`config.mk`:
```
export PLATFORM = sky130hd
export DESIGN_NAME = dpa_unit
export DESIGN_NICKNAME = d
export VERILOG_FILES = /design/src/rtl/dpa_pkg.sv /design/src/rtl/dpa_unit.sv
export SDC_FILE = /design/constraint.sdc
export NUM_CORES = 2
export LEC_CHECK = 0
export ABC_AREA = 1
export CELL_PAD_IN_SITES_DETAIL_PLACEMENT = 0
export CELL_PAD_IN_SITES_GLOBAL_PLACEMENT = 1
export CORE_UTILIZATION = 39
export DETAILED_ROUTE_END_ITERATION = 6
export DONT_BUFFER_PORTS = 1
export PLACE_DENSITY = 0.81
export SLEW_MARGIN = 40
export SYNTH_ARGS = -nofsm -noshare
export SYNTH_HDL_FRONTEND = slang
export SYNTH_SLANG_ARGS = --single-unit
```
`constraint.sdc`:
```
create_clock -name clk_sys -period 10.75 [get_ports clk_sys]
set_clock_uncertainty 0.1 [all_clocks]
set_input_delay 0.5375 -clock clk_sys [delete_from_list [all_inputs] [get_ports clk_sys]]
set_output_delay 0.5375 -clock clk_sys [all_outputs]
set_load 0.005 [all_outputs]
```
`src/rtl/dpa_pkg.sv`:
```
// shared types and constants for the dot-product accumulate unit
package dpa_pkg;
  // ----------------------------------------
  // widths and fixed-point constants
  // ----------------------------------------
  localparam int unsigned DPA_WORD_W = 32;
  localparam int unsigned DPA_HALF_W = 16;
  localparam int unsigned DPA_ACC_W = 64;
  localparam int unsigned DPA_ACC_NUM = 4;
  localparam int unsigned DPA_SEL_W = 2;
  localparam logic [15:0] DPA_Q15_MINUS_ONE = 16'h8000;
  localparam logic [31:0] DPA_Q31_MAX = 32'h7fff_ffff;
  localparam logic [63:0] DPA_SAT_POS = 64'h0000_0000_7fff_ffff;
  localparam logic [63:0] DPA_SAT_NEG = 64'hffff_ffff_8000_0000;
  localparam logic [63:0] DPA_ACC_RST = 64'h0000_0000_0000_0000;

  // ----------------------------------------
  // operations, one-hot
  // ----------------------------------------
  typedef enum logic [4:0] {
    DPA_OP_FRAC_DOT = 5'h01,
    DPA_OP_FRAC_CROSS = 5'h02,
    DPA_OP_FRAC_CROSS_SAT = 5'h04,
    DPA_OP_INT_SUB = 5'h08,
    DPA_OP_INT_CROSS_SUB = 5'h10
  } dpa_op_t;

  // ----------------------------------------
  // carriers
  // ----------------------------------------
  typedef struct packed {
    dpa_op_t op;
    logic [DPA_SEL_W-1:0] accumulator_select;
    logic [DPA_WORD_W-1:0] first_source_operand;
    logic [DPA_WORD_W-1:0] second_source_operand;
  } dpa_req_t;

  typedef struct packed {
    logic [DPA_SEL_W-1:0] accumulator_select;
    logic [DPA_ACC_W-1:0] value;
  } dpa_rsp_t;
endpackage

```
`src/rtl/dpa_unit.sv`:
```
// dot-product accumulate datapath with four wide accumulators

module dpa_unit #(
  parameter int unsigned ACC_NUM = dpa_pkg::DPA_ACC_NUM
) (
  // clock, reset, enable
  input wire logic clk_sys,
  input wire logic rst_n,
  input wire logic clk_en,
  // operation request
  input wire logic req_valid,
  input wire dpa_pkg::dpa_req_t req,
  // accumulator preload
  input wire logic load_valid,
  input wire logic [dpa_pkg::DPA_SEL_W-1:0] load_sel,
  input wire logic [dpa_pkg::DPA_ACC_W-1:0] load_value,
  // result
  output logic rsp_valid,
  output dpa_pkg::dpa_rsp_t rsp,
  output logic sat_hit
);
  // ----------------------------------------
  // decode
  // ----------------------------------------
  wire logic take;
  wire logic is_frac;
  wire logic is_cross;
  wire logic is_sub;
  wire logic is_sat;
  wire logic [dpa_pkg::DPA_SEL_W-1:0] sel;
  // anything that is not one-hot decodes as a plain add
  assign take = clk_en && req_valid;
  assign is_frac = req.op == dpa_pkg::DPA_OP_FRAC_DOT || req.op == dpa_pkg::DPA_OP_FRAC_CROSS
    || req.op == dpa_pkg::DPA_OP_FRAC_CROSS_SAT;
  assign is_cross = req.op == dpa_pkg::DPA_OP_FRAC_CROSS
    || req.op == dpa_pkg::DPA_OP_FRAC_CROSS_SAT || req.op == dpa_pkg::DPA_OP_INT_CROSS_SUB;
  assign is_sub = req.op == dpa_pkg::DPA_OP_INT_SUB || req.op == dpa_pkg::DPA_OP_INT_CROSS_SUB;
  assign is_sat = req.op == dpa_pkg::DPA_OP_FRAC_CROSS_SAT;
  assign sel = req.accumulator_select;

  // ----------------------------------------
  // lane products
  // ----------------------------------------
  logic signed [31:0] prod [2];
  logic [1:0] clamp;
  for (genvar g = 0; g < 2; g++) begin : g_lane
    wire logic signed [15:0] opa;
    wire logic signed [15:0] opb;
    wire logic signed [31:0] raw;
    wire logic [15:0] first_straight;
    wire logic [15:0] first_crossed;
    assign first_straight =
      req.first_source_operand[dpa_pkg::DPA_HALF_W*g +: dpa_pkg::DPA_HALF_W];
    assign first_crossed =
      req.first_source_operand[dpa_pkg::DPA_HALF_W*(1-g) +: dpa_pkg::DPA_HALF_W];
    // lane 0 crossed: first upper by second lower; lane 1: first lower by second upper
    assign opa = is_cross ? first_crossed : first_straight;
    assign opb = req.second_source_operand[dpa_pkg::DPA_HALF_W*g +: dpa_pkg::DPA_HALF_W];
    assign raw = opa * opb;
    assign clamp[g] = is_frac && opa == dpa_pkg::DPA_Q15_MINUS_ONE
      && opb == dpa_pkg::DPA_Q15_MINUS_ONE;
    // the doubling would overflow only for -1.0 squared, hence the clamp
    assign prod[g] = clamp[g] ? dpa_pkg::DPA_Q31_MAX
      : (is_frac ? (raw <<< 1) : raw);
  end

  // ----------------------------------------
  // sum and accumulate
  // ----------------------------------------
  wire logic signed [32:0] dot_sum;
  wire logic signed [63:0] dot_ext;
  wire logic signed [63:0] acc_cur;
  wire logic signed [63:0] acc_add;
  wire logic signed [63:0] acc_sub;
  wire logic over_pos;
  wire logic over_neg;
  wire logic signed [63:0] acc_new;
  logic signed [63:0] acc_r [ACC_NUM];

  // two clamped products fit in 33 bits, so the sum itself never wraps
  assign dot_sum = {prod[0][31], prod[0]} + {prod[1][31], prod[1]};
  assign dot_ext = {{31{dot_sum[32]}}, dot_sum};
  assign acc_cur = acc_r[sel];
  assign acc_add = acc_cur + dot_ext;
  assign acc_sub = acc_cur - dot_ext;
  // saturation bound is the Q31 range held in the wide accumulator
  assign over_pos = acc_add > $signed(dpa_pkg::DPA_SAT_POS);
  assign over_neg = acc_add < $signed(dpa_pkg::DPA_SAT_NEG);
  assign acc_new = is_sub ? acc_sub
    : (is_sat && over_pos) ? $signed(dpa_pkg::DPA_SAT_POS)
    : (is_sat && over_neg) ? $signed(dpa_pkg::DPA_SAT_NEG)
    : acc_add;

  // ----------------------------------------
  // accumulator bank
  // ----------------------------------------
  // a preload in the same cycle as a request to any accumulator is dropped
  // reset too waits for an enabled edge, so a frozen unit keeps every value
  for (genvar a = 0; a < ACC_NUM; a++) begin : g_acc
    always_ff @(posedge clk_sys) begin
      if (clk_en && !rst_n) begin
        acc_r[a] <= dpa_pkg::DPA_ACC_RST;
      end else if (take && sel == a) begin
        acc_r[a] <= acc_new;
      end else if (clk_en && !req_valid && load_valid && load_sel == a) begin
        acc_r[a] <= load_value;
      end
    end
  end

  // ----------------------------------------
  // result registers
  // ----------------------------------------
  // outputs hold while frozen; rsp keeps the last result until the next request
  always_ff @(posedge clk_sys) begin
    if (clk_en && !rst_n) begin
      rsp_valid <= 1'b0;
      rsp <= '0;
      sat_hit <= 1'b0;
    end else if (clk_en) begin
      rsp_valid <= req_valid;
      sat_hit <= req_valid && is_sat && (over_pos || over_neg);
      if (req_valid) begin
        rsp.accumulator_select <= sel;
        rsp.value <= acc_new;
      end
    end
  end
endmodule // dpa_unit

```
==> metrics.cfg <==
[synth]
syn_inst = 6921
synth_cell_types = 58
syn-cell-area_sq_mm = 0.0489
ys_ff_latch = 324
syn-num-nets = 7912
yosysSeqAreaShare_pct = 18.5
synth_ff_type = edfxtp_1
syn_avg_cell_area_sq_um = 7.07
yosys_warnings = 0
synth-edff-count = 256
synthArstFlopShare_pct = 0

[layout]
mostFrequentLayoutCell = nand2_1
instances_no_fill = 9620
drive_above_1_share_pct = 25.3
layout_common_cells = 1,670 x nand2_1, 1,364 x inv_1, 1,117 x buf_4
n_antenna_cell = 0
area_growth_pct = 31.5
finalInstanceArea_sq_mm = 0.0644
nNetsFinal = 8951

[setup_path]
slowest_stage = fa_1
required_ns = 10.97
worst_path_largest_cell_delay_ns = 0.59
crit_top_cell = nand2_1
crit_type = in -> reg
arrival_ns = 11.14
worstSetupEndpointType = flip-flop
cp-start-kind = input pin
cp_max_fo = 13

[grt]
antenna_found_initial = 1
overflow = 0
grt_max_degree = 72
grt_pass1_wl_mm = 294
grt_usage_pct = 30.1
grt_pass1_vias = 50300

[clock_network]
htreeDepth = 1
hold_buffers = 0
clkTransAtPathRegs_ns = 0.07
clockBufferDepth = 3
numCtsBuffers = 29
cts_root_buf = clkbuf_16
clock_sinks = 324
cts_tree = done
clk_latency_ns = 0.59

[timing]
clock.fmax_mhz = 91.6
post-route-min-period_ns = 10.92
worst_pin_slew_ns = 0.892
tns_ns = -22.35
rsz0062_at_grt = true
hold_viol_final = 0
timing.final.ws_setup_ns = -0.170
relSlewSlack_pct = 40.3
drv_slew = 0
setup_viol = 306
fin_crit_sh_pct = 102

[status]
outcome = finished with violations
violations = DRC, setup timing

[placement]
gp_congestion = 1.05
place_area_sq_mm = 0.0589
dp_cells = 9454
place_ws_ns = -1.61
hpwl_mm = 153
port-buffer-count = 0

[detailed_routing]
drt_first_pass_iters = 7
wl_per_cell_um = 20.1
drt_drc_violations_left = 7
antenna_left = 0
wl_mm = 193
drt_iter0_markers = 4513
via_count = 50300
avgViaCountPerCell = 5.23

[floorplanning]
core_area_sq_mm = 0.124
start_util_pct = 39.4
die_y_um = 356
rows = 129
dieArea_sq_mm = 0.127
die_x_um = 356
num_io_pins = 210

[hold_path]
hp-class = in -> reg

[run]
drv_cap = 0

[layout make-up]
type / count / area (sq um)
Clock inverter: 22 / 262
Multi-Input combinational cell: 4934 / 36600
Tap cell: 1637 / 2050
Inverter: 1432 / 5430
Timing Repair Buffer: 1239 / 10200
Clock buffer: 32 / 737
Sequential cell: 324 / 9050
Fill cell: 11900 / 59700
[cells by family (layout without fill, tap and decap cells)]
family,count (synthesis),after routing,share of synthesized area [%]
AND/OR/NAND/NOR,3024,3024,25.6
buffers and inverters,1663,2725,13.1
AO/OA/AOI/OAI,944,944,10.9
adder cells (fa/ha/maj),849,849,29.8
flip-flops,324,324,18.5
XOR/XNOR,116,116,2.08
multiplexers,1,1,0.0205
[state kept, by name, summed over array words and instances (netlist names)]
register,count
acc_r,256
rsp,66
rsp_valid,1
sat_hit,1
[path summary, 6_finish.rpt]
path                                  start          end  slack (ns)  cells after the start
worst max-delay path                req[66]  acc_r[1][6]       -0.17                     64
worst min-delay path                 clk_en    rsp_valid        0.04                      3
worst max register to register  acc_r[1][0]  acc_r[1][6]        5.76                     31
worst min register to register    rsp_valid    rsp_valid        0.37                      2
[critical path, delay by kind of cell]
family,cells,cell delay (ns)
adder cells (fa/ha/maj),9,3.96
AND/OR/NAND/NOR,31,3.52
buffers and inverters,16,1.85
AO/OA/AOI/OAI,7,1.01
XOR/XNOR,1,0.24
[layer usage]
layer  vias up  part of all wire [%]  global-route usage, %  wire [um]
met5         -                0.0062                      0         12
met1     24100                    41                   41.0      80000
li1      23600                     -                      -          -
met4         2                   3.4                   8.77       6610
met2      2338                    46                   49.2      88600
met3       371                   9.4                   4.58      18100
[synthesized netlist by cell type (16+ instances only)]
| library cell | number | area, sq um |
|---|---|---|
| a21oi_1 | 296 | 1480 |
| buf_2 | 49 | 245 |
| clkbuf_1 | 160 | 601 |
| dfxtp_1 | 68 | 1360 |
| edfxtp_1 | 256 | 7690 |
| fa_1 | 527 | 10600 |
| ha_1 | 322 | 4030 |
| inv_1 | 1401 | 5260 |
| inv_2 | 16 | 60.1 |
| nand2_1 | 1841 | 6910 |
| nand3_1 | 304 | 1520 |
| nand3_2 | 20 | 200 |
| nand3_4 | 21 | 368 |
| nand4_1 | 57 | 357 |
| nor2_1 | 674 | 2530 |
| nor2_2 | 16 | 100 |
| nor3_1 | 31 | 155 |
| nor4_1 | 16 | 100 |
| o211ai_1 | 26 | 195 |
| o21a_1 | 16 | 120 |
| o21ai_0 | 314 | 1570 |
| o21ai_1 | 40 | 200 |
| o21bai_1 | 28 | 210 |
| o22ai_1 | 140 | 876 |
| or2_2 | 18 | 113 |
| xnor2_1 | 29 | 254 |
| xor2_1 | 87 | 762 |
[through the flow]
stage | hold slack (ns) | utilization, %
after global routing | 0.0358 | 51.9
after floorplan | 0.346 | -
after global placement | 0.361 | 47.4
after CTS | 0.0281 | 50.4
after detailed placement | 0.360 | 47.5
final | 0.0364 | 51.9
[timing repair]
item | 4_1_cts | 5_1_grt
setup endpoints to repair | 321 | 321
resized for setup | 431 | 392
setup buffers | 70 | 35
cloned | 6 | 4
pin swaps | 133 | 158
hold endpoints to repair | 0 | 0
Power is left out: the tool's default activity adds up to more than one toggle a clock period on the data nets, which glitch-free logic cannot reach.
